`src/core/vdnc_consts.vh`:
```
// Purpose: constants of the video smoothing control/status block
// Assumes: 32-bit register bus, byte addresses as printed
// Notes: included by vdnc_top.v and by the testbench
`ifndef VDNC_CONSTS_VH
`define VDNC_CONSTS_VH
`define VDNC_OFS_CTRL 12'h000
`define VDNC_OFS_STAT 12'h004
`define VDNC_OFS_ERR 12'h008
`define VDNC_OFS_MASK 12'h00c
`define VDNC_OFS_REV 12'h010
`define VDNC_OFS_FCNT 12'h014
`define VDNC_OFS_LCNT 12'h018
`define VDNC_OFS_PCNT 12'h01c
`define VDNC_OFS_SIZE 12'h020
`define VDNC_OFS_STR 12'h100
`define VDNC_CTRL_COMMIT 1
`define VDNC_ST_BEGUN 0
`define VDNC_ST_DONE 1
`define VDNC_ST_SLVERR 16
`define VDNC_ST_MASK 32'h0001_0003
`define VDNC_MASK_BITS 32'h0001_ffff
`define VDNC_ERR_MASK 32'h0000_000f
`define VDNC_SZ_PIX_HI 12
`define VDNC_SZ_LIN_LO 16
`define VDNC_SZ_LIN_HI 28
`define VDNC_EV_W 9
`define VDNC_RESP_OK 2'b00
`define VDNC_RESP_SLVERR 2'b10
`define VDNC_EDGE_LO 8'h10
`define VDNC_EDGE_HI 8'h30
`endif

```
`src/core/vdnc_top.v`:
```
// Purpose: register bank, framing checks and edge-aware smoothing datapath
// Assumes: stream and register bus both on clk_i; one pixel per beat
// Notes: filter is a causal 3-tap horizontal smoother, one cycle latency
`timescale 1ns/100ps
`default_nettype none
`include "vdnc_consts.vh"
module vdnc_top #(
	parameter DATA_W = 8,
	// widest line an instance is meant for; sizes are not clamped to it
	parameter MAX_PIX = 13'd1920,
	parameter [12:0] DEF_PIX = 13'd1920,
	parameter [12:0] DEF_LIN = 13'd1080,
	parameter [2:0] DEF_STR = 3'd2,
	// arbitrary neutral revision value
	parameter [31:0] REV_VALUE = 32'h0100_0000
) (
	// clock and reset
	input wire clk_i,
	input wire rst_n_i,
	// register bus write channels
	input wire [11:0] s_axi_awaddr_i,
	input wire s_axi_awvalid_i,
	output wire s_axi_awready_o,
	input wire [31:0] s_axi_wdata_i,
	input wire [3:0] s_axi_wstrb_i,
	input wire s_axi_wvalid_i,
	output wire s_axi_wready_o,
	output reg [1:0] s_axi_bresp_o,
	output reg s_axi_bvalid_o,
	input wire s_axi_bready_i,
	// register bus read channels
	input wire [11:0] s_axi_araddr_i,
	input wire s_axi_arvalid_i,
	output wire s_axi_arready_o,
	output reg [31:0] s_axi_rdata_o,
	output reg [1:0] s_axi_rresp_o,
	output reg s_axi_rvalid_o,
	input wire s_axi_rready_i,
	// stream input
	input wire [DATA_W-1:0] s_axis_tdata_i,
	input wire s_axis_tvalid_i,
	input wire s_axis_tuser_i,
	input wire s_axis_tlast_i,
	output wire s_axis_tready_o,
	// stream output
	output reg [DATA_W-1:0] m_axis_tdata_o,
	output reg m_axis_tvalid_o,
	output reg m_axis_tuser_o,
	output reg m_axis_tlast_o,
	input wire m_axis_tready_i,
	// interrupt and event vector
	output reg irq_o,
	output reg [`VDNC_EV_W-1:0] event_source_vector_o
);

	function [31:0] vdnc_strb;
		input [31:0] old;
		input [31:0] wdat;
		input [3:0] ben;
		integer i;
		begin
			for (i = 0; i < 32; i = i + 1) begin
				vdnc_strb[i] = ben[i/8] ? wdat[i] : old[i];
			end
		end
	endfunction

	reg ctrl_r;
	reg [31:0] stat_r;
	reg [3:0] err_r;
	reg [16:0] mask_r;
	reg [31:0] fcnt_r;
	reg [31:0] lcnt_r;
	reg [31:0] pcnt_r;
	reg [12:0] sh_pix_r;
	reg [12:0] sh_lin_r;
	reg [2:0] sh_str_r;
	reg [12:0] act_pix_r;
	reg [12:0] act_lin_r;
	reg [2:0] act_str_r;
	reg [12:0] px_cnt_r;
	reg [12:0] ln_cnt_r;
	reg in_frame_r;
	reg [DATA_W-1:0] p1_r;
	reg [DATA_W-1:0] p2_r;

	// register bus handshakes; write takes address and data together
	// nothing is accepted while reset is held, so no request is lost there
	wire wr_go = s_axi_awvalid_i & s_axi_wvalid_i & ~s_axi_bvalid_o &
		rst_n_i;
	wire rd_go = s_axi_arvalid_i & ~s_axi_rvalid_o & rst_n_i;
	assign s_axi_awready_o = wr_go;
	assign s_axi_wready_o = wr_go;
	assign s_axi_arready_o = rd_go;
	wire [11:0] wa = {s_axi_awaddr_i[11:2], 2'b00};
	wire [11:0] ra = {s_axi_araddr_i[11:2], 2'b00};
	wire [31:0] wd = s_axi_wdata_i;
	wire [3:0] be = s_axi_wstrb_i;
	wire wr_ctrl = wr_go & (wa == `VDNC_OFS_CTRL);
	wire wr_stat = wr_go & (wa == `VDNC_OFS_STAT);
	wire wr_err = wr_go & (wa == `VDNC_OFS_ERR);
	wire wr_mask = wr_go & (wa == `VDNC_OFS_MASK);
	wire wr_size = wr_go & (wa == `VDNC_OFS_SIZE);
	wire wr_str = wr_go & (wa == `VDNC_OFS_STR);
	wire wr_ro = wr_go & ((wa == `VDNC_OFS_REV) | (wa == `VDNC_OFS_FCNT) |
		(wa == `VDNC_OFS_LCNT) | (wa == `VDNC_OFS_PCNT));
	wire wr_hit = wr_ctrl | wr_stat | wr_err | wr_mask | wr_size | wr_str |
		wr_ro;
	wire [31:0] clr_st = wr_stat ? (vdnc_strb(32'h0, wd, be) &
		`VDNC_ST_MASK) : 32'h0;
	wire [31:0] clr_er = wr_err ? (vdnc_strb(32'h0, wd, be) &
		`VDNC_ERR_MASK) : 32'h0;
	wire [31:0] mask_nxt = vdnc_strb({15'h0, mask_r}, wd, be) &
		`VDNC_MASK_BITS;

	// stream handshake: single output stage, stall propagates upstream
	wire s_rdy = ~m_axis_tvalid_o | m_axis_tready_i;
	assign s_axis_tready_o = s_rdy;
	wire beat = s_axis_tvalid_i & s_rdy;
	wire sof = beat & s_axis_tuser_i;
	wire eol = beat & s_axis_tlast_i;

	// framing checks run on the active copy of the frame size
	// a start-of-frame beat restarts both counts, so a cut frame leaves
	// no stale position behind
	wire [12:0] px_base = sof ? 13'd0 : px_cnt_r;
	wire [12:0] px_next = px_base + 13'd1;
	wire [12:0] ln_base = sof ? 13'd0 : ln_cnt_r;
	wire [12:0] ln_next = ln_base + 13'd1;
	wire frame_full = in_frame_r & (ln_cnt_r >= act_lin_r);
	wire line_end_premature = eol & (px_next < act_pix_r);
	wire line_end_overdue = beat & ~s_axis_tlast_i & (px_base >= act_pix_r);
	wire sof_early = sof & in_frame_r & ~frame_full;
	wire sof_late = beat & ~s_axis_tuser_i & frame_full;
	wire [3:0] err_ev = {sof_late, sof_early, line_end_overdue, line_end_premature};
	wire any_err = |err_ev;
	wire pix_tc = beat & (px_next == act_pix_r);
	wire frm_done = eol & in_frame_r & (ln_next == act_lin_r);
	wire ln_tc = frm_done;

	// smoothing datapath
	reg [DATA_W+1:0] sum4;
	reg [DATA_W-1:0] edge_mag;
	reg [3:0] gain;
	reg signed [DATA_W+2:0] diff;
	reg signed [DATA_W+6:0] prod;
	reg signed [DATA_W+6:0] res;
	reg [DATA_W-1:0] e1;
	reg [DATA_W-1:0] e2;
	wire [DATA_W-1:0] c = s_axis_tdata_i;
	always @* begin
		// a new line restarts the taps so pixels never mix across lines
		e1 = (px_base == 13'd0) ? c : p1_r;
		e2 = (px_base == 13'd0) ? c : ((px_base == 13'd1) ? p1_r : p2_r);
		// weights sum to four so the smoothed value stays in range
		case (act_str_r)
			3'd1: sum4 = {2'b00, c} + {1'b0, c, 1'b0} + {2'b00, e1};
			3'd2: sum4 = {1'b0, c, 1'b0} + {1'b0, e1, 1'b0};
			3'd3: sum4 = {1'b0, c, 1'b0} + {2'b00, e1} + {2'b00, e2};
			3'd4: sum4 = {2'b00, c} + {1'b0, e1, 1'b0} + {2'b00, e2};
			default: sum4 = {c, 2'b00};
		endcase
		edge_mag = (c > e1) ? (c - e1) : (e1 - c);
		// strong local contrast keeps edges sharp
		if (act_str_r == 3'd0 || act_str_r > 3'd4) begin
			gain = 4'd0;
		end else if (edge_mag > `VDNC_EDGE_HI) begin
			gain = 4'd0;
		end else if (edge_mag > `VDNC_EDGE_LO) begin
			gain = 4'd2;
		end else begin
			gain = 4'd4;
		end
		diff = $signed({1'b0, sum4}) - $signed({1'b0, c, 2'b00});
		prod = {{4{diff[DATA_W+2]}}, diff} * $signed({3'b000, gain});
		res = $signed({3'b000, c, 4'h0}) + prod;
	end

	// stream registers
	// data is registered; only the ready handshake stays combinational
	always @(posedge clk_i) begin
		if (!rst_n_i) begin
			m_axis_tdata_o <= {DATA_W{1'b0}};
			m_axis_tvalid_o <= 1'b0;
			m_axis_tuser_o <= 1'b0;
			m_axis_tlast_o <= 1'b0;
			p1_r <= {DATA_W{1'b0}};
			p2_r <= {DATA_W{1'b0}};
		end else begin
			if (s_rdy) begin
				m_axis_tvalid_o <= s_axis_tvalid_i;
				m_axis_tuser_o <= s_axis_tuser_i;
				m_axis_tlast_o <= s_axis_tlast_i;
				m_axis_tdata_o <= res[DATA_W+3:4];
			end
			if (beat) begin
				p1_r <= c;
				p2_r <= e1;
			end
		end
	end

	// frame position tracking, independent of register accesses
	always @(posedge clk_i) begin
		if (!rst_n_i) begin
			px_cnt_r <= 13'd0;
			ln_cnt_r <= 13'd0;
			in_frame_r <= 1'b0;
		end else if (beat) begin
			if (sof) begin
				in_frame_r <= 1'b1;
			end
			px_cnt_r <= s_axis_tlast_i ? 13'd0 : px_next;
			if (s_axis_tlast_i) begin
				ln_cnt_r <= frame_full ? ln_base : ln_next;
			end else begin
				ln_cnt_r <= ln_base;
			end
		end
	end

	// event vector follows the event, no latching
	// each bit trails its beat by one cycle and lasts one cycle
	always @(posedge clk_i) begin
		if (!rst_n_i) begin
			event_source_vector_o <= {`VDNC_EV_W{1'b0}};
		end else begin
			event_source_vector_o <= {err_ev, any_err, ln_tc, pix_tc,
				frm_done, sof};
		end
	end

	// throughput monitors
	// they wrap silently after 2^32 events
	always @(posedge clk_i) begin
		if (!rst_n_i) begin
			fcnt_r <= 32'h0;
			lcnt_r <= 32'h0;
			pcnt_r <= 32'h0;
		end else begin
			if (frm_done) begin
				fcnt_r <= fcnt_r + 32'h1;
			end
			if (eol) begin
				lcnt_r <= lcnt_r + 32'h1;
			end
			if (beat) begin
				pcnt_r <= pcnt_r + 32'h1;
			end
		end
	end

	// control, shadow and active configuration
	always @(posedge clk_i) begin
		if (!rst_n_i) begin
			ctrl_r <= 1'b0;
			mask_r <= 17'h0;
			sh_pix_r <= DEF_PIX;
			sh_lin_r <= DEF_LIN;
			sh_str_r <= DEF_STR;
			act_pix_r <= DEF_PIX;
			act_lin_r <= DEF_LIN;
			act_str_r <= DEF_STR;
		end else begin
			if (wr_ctrl && be[0]) begin
				ctrl_r <= wd[`VDNC_CTRL_COMMIT];
			end
			if (wr_mask) begin
				mask_r <= mask_nxt[16:0];
			end
			if (wr_size) begin
				if (be[0]) begin
					sh_pix_r[7:0] <= wd[7:0];
				end
				if (be[1]) begin
					sh_pix_r[12:8] <= wd[`VDNC_SZ_PIX_HI:8];
				end
				if (be[2]) begin
					sh_lin_r[7:0] <= wd[23:`VDNC_SZ_LIN_LO];
				end
				if (be[3]) begin
					sh_lin_r[12:8] <= wd[`VDNC_SZ_LIN_HI:24];
				end
			end
			if (wr_str && be[0]) begin
				sh_str_r <= wd[2:0];
			end
			// commit only at a frame boundary to avoid tearing
			// commit is not self-clearing: while it stays set, every frame
			// end reloads the active copies from the shadows
			if (frm_done && ctrl_r) begin
				act_pix_r <= sh_pix_r;
				act_lin_r <= sh_lin_r;
				act_str_r <= sh_str_r;
			end
		end
	end

	// sticky flags: a new event wins over a clear in the same cycle
	// bit 16 sums up the error flags but is cleared on its own
	always @(posedge clk_i) begin
		if (!rst_n_i) begin
			stat_r <= 32'h0;
			err_r <= 4'h0;
		end else begin
			err_r <= (err_r & ~clr_er[3:0]) | err_ev;
			stat_r[`VDNC_ST_BEGUN] <= (stat_r[`VDNC_ST_BEGUN] &
				~clr_st[`VDNC_ST_BEGUN]) | sof;
			stat_r[`VDNC_ST_DONE] <= (stat_r[`VDNC_ST_DONE] &
				~clr_st[`VDNC_ST_DONE]) | frm_done;
			stat_r[`VDNC_ST_SLVERR] <= (stat_r[`VDNC_ST_SLVERR] &
				~clr_st[`VDNC_ST_SLVERR]) | any_err;
		end
	end

	// level interrupt from enabled status flags
	// one cycle behind the flags, so a clear drops the line a cycle later
	always @(posedge clk_i) begin
		if (!rst_n_i) begin
			irq_o <= 1'b0;
		end else begin
			irq_o <= |(stat_r[16:0] & mask_r);
		end
	end

	// write response
	// unmapped writes are answered with an error and change nothing
	always @(posedge clk_i) begin
		if (!rst_n_i) begin
			s_axi_bvalid_o <= 1'b0;
			s_axi_bresp_o <= `VDNC_RESP_OK;
		end else if (wr_go) begin
			s_axi_bvalid_o <= 1'b1;
			s_axi_bresp_o <= wr_hit ? `VDNC_RESP_OK : `VDNC_RESP_SLVERR;
		end else if (s_axi_bready_i) begin
			s_axi_bvalid_o <= 1'b0;
		end
	end

	// read data
	// size and strength read back the shadows, not what the filter uses
	always @(posedge clk_i) begin
		if (!rst_n_i) begin
			s_axi_rvalid_o <= 1'b0;
			s_axi_rdata_o <= 32'h0;
			s_axi_rresp_o <= `VDNC_RESP_OK;
		end else if (rd_go) begin
			s_axi_rvalid_o <= 1'b1;
			s_axi_rresp_o <= `VDNC_RESP_OK;
			case (ra)
				`VDNC_OFS_CTRL: s_axi_rdata_o <= {30'h0, ctrl_r, 1'b0};
				`VDNC_OFS_STAT: s_axi_rdata_o <= stat_r;
				`VDNC_OFS_ERR: s_axi_rdata_o <= {28'h0, err_r};
				`VDNC_OFS_MASK: s_axi_rdata_o <= {15'h0, mask_r};
				`VDNC_OFS_REV: s_axi_rdata_o <= REV_VALUE;
				`VDNC_OFS_FCNT: s_axi_rdata_o <= fcnt_r;
				`VDNC_OFS_LCNT: s_axi_rdata_o <= lcnt_r;
				`VDNC_OFS_PCNT: s_axi_rdata_o <= pcnt_r;
				`VDNC_OFS_SIZE: s_axi_rdata_o <= {3'h0, sh_lin_r, 3'h0, sh_pix_r};
				`VDNC_OFS_STR: s_axi_rdata_o <= {29'h0, sh_str_r};
				default: begin
					s_axi_rdata_o <= 32'h0;
					s_axi_rresp_o <= `VDNC_RESP_SLVERR;
				end
			endcase
		end else if (s_axi_rready_i) begin
			s_axi_rvalid_o <= 1'b0;
		end
	end

endmodule // vdnc_top
`default_nettype wire

```
`config.mk`:
```
export PLATFORM = sky130hd
export DESIGN_NAME = vdnc_top
export DESIGN_NICKNAME = d
export VERILOG_FILES = /design/src/core/vdnc_top.v
export VERILOG_INCLUDE_DIRS = /design/src /design/src/core
export SDC_FILE = /design/constraint.sdc
export NUM_CORES = 1
export LEC_CHECK = 0
export BUFFER_PORTS_ARGS = -buffer_cell sky130_fd_sc_hd__buf_2
export CELL_PAD_IN_SITES_DETAIL_PLACEMENT = 1
export CELL_PAD_IN_SITES_GLOBAL_PLACEMENT = 1
export CORE_ASPECT_RATIO = 1.2
export CORE_MARGIN = 2
export CORE_UTILIZATION = 41
export DETAILED_ROUTE_END_ITERATION = 12
export PLACE_DENSITY = 0.84
export RECOVER_POWER = 100
export SYNTH_ARGS = -nofsm -noshare
export SYNTH_HDL_FRONTEND = slang
export SYNTH_SLANG_ARGS = --single-unit
```
`constraint.sdc`:
```
create_clock -name clk_i -period 8 [get_ports clk_i]
set_input_delay 0.4 -clock clk_i [delete_from_list [all_inputs] [get_ports clk_i]]
set_output_delay 0.4 -clock clk_i [all_outputs]
set_load 0.03 [all_outputs]
```
### Word level (Yosys, flattened, before mapping)

Index checks and enable logic that the tools add are counted.

| operators by class | value |
|---|---|
| reductions and logical operators | 21 |
| shifts and indexed selects | 0 |
| mux-type cells | 27 |
| equal/unequal tests | 25 |
| $add $sub $neg | 16 |
| div/mod/pow operators | 0 |
| multipliers | 1 |
| bitwise logic cells | 55 |
| $lt $le $gt $ge | 7 |

Operator list:

| operator | number |
|---|---|
| 32-bit one-hot mux with 10 select lines | 1 |
| 32-bit by 1-bit adder with 32-bit output, second input constant | 3 |
| 10-bit by 3-bit equality test with 1-bit output, second input constant | 8 |
| 13-bit 2-to-1 mux | 5 |
| 10-bit by 2-bit equality test with 1-bit output, second input constant | 4 |
| 10-bit one-hot mux with 4 select lines | 1 |
| 8-bit 2-to-1 mux | 4 |
| 10-bit by 8-bit adder with 10-bit output | 3 |
| 1-bit AND | 29 |
| 13-bit by 1-bit adder with 13-bit output, second input constant | 2 |
| 13-bit equality test | 2 |
| 13-bit >= comparator | 2 |
| 12-bit logical NOT | 2 |
| 8-bit by 9-bit adder with 10-bit output | 2 |
| 10-bit by 1-bit equality test with 1-bit output, second input constant | 2 |
| 10-bit by 4-bit equality test with 1-bit output, second input constant | 2 |
| 10-bit by 7-bit equality test with 1-bit output, second input constant | 2 |
| 17-bit AND | 1 |
| 17-bit 2-to-1 mux | 1 |
| 17-bit OR reduction | 1 |
| 2-bit AND reduction | 8 |
| 8-bit subtractor | 2 |
| 13-bit by 1-bit equality test with 1-bit output, second input constant | 1 |
| 13-bit logical NOT | 1 |
| other kinds (28) | 63 |

| word-level totals | value |
|---|---|
| output and inout bits | 63 |
| latch bits | 0 |
| logic and storage cells | 185 |
| bits of input ports | 79 |
| memories kept | 0 |
| memory bits (read-only) | 0 |
| register bits after elaboration | 281 |
| bits in writable memories | 0 |

### Depth between registers and ports, before layout

| logic depth | value |
|---|---|
| depth after elaboration | 15 |
| depth in mapped cells | 45 |
| gate-level depth less buffers | 41 |

### Worst setup path before layout

OpenSTA, ideal clock, no wires.

| path | value |
|---|---|
| path kind | register to register |
| start point | register m_axis_tvalid_o |
| end point | register m_axis_tdata_o[7] |
| path buffers | 3 |
| setup slack | -490 ps |
| library setup time | 120 ps |
| stages on the path, launching flop included | 42 |
| data required time | 7880 ps |
| clock period less this slack | 8490 ps |
| arrival time | 8370 ps |
| cells stage by stage | dfxtp_1 > nor2b_4 > inv_2 > nand2_1 > clkbuf_1 > clkbuf_1 > and2_1 > inv_1 > ha_1 > and2_1 > clkbuf_1 > a21boi_0 > fa_1 > inv_1 > ha_1 > inv_1 > fa_1 > nor2b_1 > [6 not listed] > nand3_1 > nand2_1 > a41o_1 > o41ai_1 > xor2_1 > nor2_1 > ha_1 > ha_1 > inv_1 > fa_1 > inv_1 > ha_1 > a21oi_1 > o21ai_0 > xnor2_1 > nor4_1 > o31a_1 > a211o_1 |

| between the ends | value |
|---|---|
| longest elaborated chain between the ends | 15 |
| elaborated cells between the ends (all ways) | 29 |
| those cells by class | add/sub: 10; mul: 1; order compare: 3; eq/ne: 1; mux: 9; bitwise: 4; reduce/logical: 1 |

Ends and longest elaborated chain:

| element | RTL line | text |
|---|---|---|
| from (decl) | vdnc_top.v:47 | `output reg m_axis_tvalid_o,` |
| from (signal assigned) | vdnc_top.v:191 | `m_axis_tvalid_o <= s_axis_tvalid_i;` |
| 1-bit inverter (*) | vdnc_top.v:117 | `wire s_rdy = ~m_axis_tvalid_o \| m_axis_tready_i;` |
| 1-bit OR (*) | vdnc_top.v:117 |  |
| parallel branches: the longest is 13 deep, another holds 11-bit by 4-bit multiplier with 12-bit output | -- |  |
| to (signal assigned) | vdnc_top.v:183 | `m_axis_tdata_o <= {DATA_W{1'b0}};` |
| to (signal assigned) | vdnc_top.v:194 | `m_axis_tdata_o <= res[DATA_W+3:4];` |
| to (decl) | vdnc_top.v:46 | `output reg [DATA_W-1:0] m_axis_tdata_o,` |

Mark *: on every way between the ends.
A chain may end at the register's enable or synchronous reset.

### Final worst setup path

| path | value |
|---|---|
| start point | register px_cnt_r[6] |
| end point | register m_axis_tdata_o[7] |

| between the ends | value |
|---|---|
| longest elaborated chain between the ends | 11 |
| elaborated cells between the ends (all ways) | 25 |
| those cells by class | add/sub: 10; mul: 1; order compare: 3; eq/ne: 1; mux: 9; reduce/logical: 1 |

Ends and longest elaborated chain:

| element | RTL line | text |
|---|---|---|
| from (decl) | vdnc_top.v:81 | `reg [12:0] px_cnt_r;` |
| from (signal assigned) | vdnc_top.v:213 | `px_cnt_r <= s_axis_tlast_i ? 13'd0 : px_next;` |
| 13-bit 2-to-1 mux (*) | vdnc_top.v:126 | `wire [12:0] px_base = sof ? 13'd0 : px_cnt_r;` |
| parallel branches: the longest is 8 deep, another holds 10-bit by 10-bit subtractor with 11-bit output | -- |  |
| 11-bit by 4-bit multiplier with 12-bit output (*) | vdnc_top.v:175 | `prod = {{4{diff[DATA_W+2]}}, diff} * $signed({3'b000, gain});` |
| 12-bit adder (*) | vdnc_top.v:176 | `res = $signed({3'b000, c, 4'h0}) + prod;` |

Marked as above.

==> flow_summary.toml <==
[floorplanning]
start_util_pct = 41.4
rows = 83
io_pins = 142
dieArea_mm2 = 0.0449
chipWidth_um = 194
core_region_area_mm2 = 0.0428
fp.dieH_um = 232

[sta]
final.setup.tns_ns = 0
final_hold_viol_count = 0
finClkSkew_ns = 0.0412
period_share_pct = 96.6
worstMarginPinSlew_ns = 2.96
max_freq_ghz = 0.129
drv_slew = 331
slew_headroom_pct = -97.6
finalCriticalPeriod_ns = 7.73
timing.final.ws_setup_ns = 0.273
setup_violations = 0

[pwr]
p_per_area_mw_per_mm2 = 198
clkPwrFrac_pct = 40.3
p_switching_w = 0.00126
internal-power_w = 0.00278
p_sw_share_pct = 31.3
power_frac_comb_pct = 24.2
ir_drop_mv = 0.224
p_leak_nw = 8.12
seq_power_share_pct = 35.5

[clock_tree]
cts_tree = "yes"
path_clk_slew_ns = 0.07
cts_made_buffers = 31
clock_sink_count = 278
cts_root_buf = "clkbuf_16"
cts_buffer_depth = 3
clock_latency_ns = 0.61
htree_levels = 1

[global_route]
grt_pass1_vias = 18333
grt_use_total_pct = 26.4
antenna_found_initial = 2
grt_max_degree = 96
grt_first_pass_wirelength_um = 96700
overflow = 0

[setup_path]
path_common_cell = "ha_1"
end_kind = "flip-flop"
cpPeakStageDelay_ns = 0.53
rrSetupSlack_ns = 0.27
worstReg2RegStart = "px_cnt_r[6]"
cp.required_ns = 8.48
r2r_cells = 36
arrival_ns = 8.20
start_kind = "flip-flop"
crit_type = "flip-flop to flip-flop"
slowest_stage = "fa_1"
cp_max_fo = 7
r2r_end = "m_axis_tdata_o[7]"

[cells_and_area]
final_net_count = 2571
fill_cells = 5260
seqCellArea_mm2 = 0.00557
drive_above_1_share_pct = 11.0
final_cell_count_no_fill = 2908
syn2layout_area_growth_pct = 15.2
multi_input_area_mm2 = 0.0114

[logic_synthesis]
synth_warnings = 0
synth_edf_count = 0
synth_area_leader_cell = "dfxtp_1"
async_flop_share_pct = 0
synth.avg_cell_area_um2 = 8.03
ys_top_cells_by_area = "dfxtp_1, ha_1, a21oi_1, nor2_1, nand2_1"
ys_ff_latch = 278
synthTopCellsByCount = "dfxtp_1, nor2_1, nand2_1"
synth-compound-area-share_pct = 18.2
synth.distinct_cells = 85
synth_xor_area_share_pct = 6.03
yosys.area_share.simple_pct = 22.8
synth_top_area_share_pct = 31.4
synth_ff_type = "dfxtp_1"
synth.mux.area_fraction_pct = 3.13
synth_top_family_by_area = "simple AND/OR/NAND/NOR gates"
synth_most_common_cell = "dfxtp_1"
synthesis.area_mm2 = 0.0177
ys_seq_area_share_pct = 31.4
synthCells = 2209
synth_adder_area_share_pct = 12.8

[detailed_routing]
post_drt_wl_per_cell_um = 21.1
vias = 17254
drc_errors = 0
drtAntennaViolNets = 0
firstDrtPassIters = 7
first_iter_violations = 1117
routed_wl_um = 61300
vias_per_cell = 5.93

[worst_hold_path]
holdPathEnd = "sh_lin_r[3]"
worstHoldStart = "s_axi_wdata_i[19]"
hold_depth = 3
min_path_type = "input pin to flip-flop"

[placement]
dp_hpwl_um = 44600
pre_cts_slack_ns = -0.350
globalplace.congestion = 0.882
io_buffers = 132
dp.cells = 2837

[run_status]
status = "finished with violations"
violations = "capacitance limit, slew limit"

[flow_run]
drv_cap = 7
-- power groups by stage --
| stage | Combinational, W | Sequential, W | Clock, W |
|---|---|---|---|
| finish | 0.000981 | 0.00144 | 0.00163 |
| global route | 0.00109 | 0.00144 | 0.00171 |
| CTS | 0.000932 | 0.00143 | 0.00165 |
| detailed placement | 0.000921 | 0.00146 | 0 |
| global placement | 0.000880 | 0.00146 | 0 |
| floorplan | 0.000599 | 0.00150 | 0 |
-- cell families after synthesis --
group	Yosys count
and+or+nand+nor	836
AOI/OAI and AO/OA	505
DFF	278
buffers and inverters	253
adders and majority gates	162
xor gates and xnor gates	119
muxes	55
other	1
-- layout make-up --
type	count	area share, %
tap	552	3.38
clock inverter	21	1.53
timing repair buffer	202	5.43
clock buffer	37	4.20
antenna	1	0.0122
inverter	137	2.52
multi-input combinational	1680	55.7
sequential	278	27.2
-- how the worst max path moves through the flow --
stage                               start                end  depth (start not counted)
after detailed placement  s_axis_tvalid_i  m_axis_tdata_o[7]                         40
after floorplan           m_axis_tvalid_o  m_axis_tdata_o[7]                         44
after global routing      m_axis_tvalid_o  m_axis_tdata_o[7]                         38
after global placement    s_axis_tvalid_i  m_axis_tdata_o[7]                         41
after CTS                 m_axis_tvalid_o  m_axis_tdata_o[7]                         41
final                         px_cnt_r[6]  m_axis_tdata_o[7]                         36
-- flip-flops by register name, summed over array words and instances (netlist names), 3 cells and up --
register / flops
mask_r: 17
act_str_r: 3
pcnt_r: 32
px_cnt_r: 13
p1_r: 8
p2_r: 8
event_source_vector_o: 8
ln_cnt_r: 13
sh_pix_r: 13
act_pix_r: 13
sh_lin_r: 13
m_axis_tdata_o: 8
lcnt_r: 32
sh_str_r: 3
fcnt_r: 32
s_axi_rdata_o: 32
act_lin_r: 13
err_r: 4
stat_r: 3
-- critical path, delay by kind of cell, from the launching register on --
family,cells,cell delay (ns)
adders and majority gates,7,2.47
AOI/OAI and AO/OA,10,1.99
and+or+nand+nor,11,1.67
buffers and inverters,6,0.64
xor gates and xnor gates,2,0.50
DFF,1,0.35
-- cell usage in the layout, fill, tap and decap left out, types with 16 or more instances in the layout --
cell type and count:
o31ai_1 16, nand4_1 28, a211oi_1 16, dfxtp_1 277, a21oi_1 193, buf_2 73, clkbuf_16 31, inv_1 135
nand2_1 210, fa_1 32, nand3_1 96, nor4_1 17, buf_4 59, and3_1 33, or3_1 39, xnor2_1 64
ha_1 125, clkbuf_1 65, xor2_1 53, o21ai_0 65, nor2_1 263, nor3_1 32, nor2b_1 23, mux2i_1 51
a22oi_1 62
-- per-layer routing --
layer,share of wire (%),vias to the layer above,track usage (%)
li1,-,8010,-
met1,39,8563,29.6
met2,52,504,50.3
met3,4.3,175,2.93
met4,4.2,2,11.5
met5,0.016,-,0
-- through the flow --
stage                     power [W]  cell area (µm²)  utilization, %  hold WS (ns)
after floorplan             0.00210            17800               -         0.436
after global placement      0.00234            19100            44.6         0.436
after detailed placement    0.00239            19100            44.6         0.440
after global routing        0.00423            20400            47.7        0.0349
after CTS                   0.00402            20300            47.4        0.0203
final                       0.00405            20400            47.7        0.0407
-- what timing repair did --
| action | in CTS | in global routing |
|---|---|---|
| hold buffers | 2 | 0 |
| cloned | 0 | 0 |
| hold endpoints to repair | 2 | 0 |
| gates resized for setup | 8 | 42 |
| setup buffers | 0 | 10 |
| pin swaps | 3 | 15 |
| endpoints found under the setup margin | 1 | 2 |
Power figures use the tool's default switching activity.
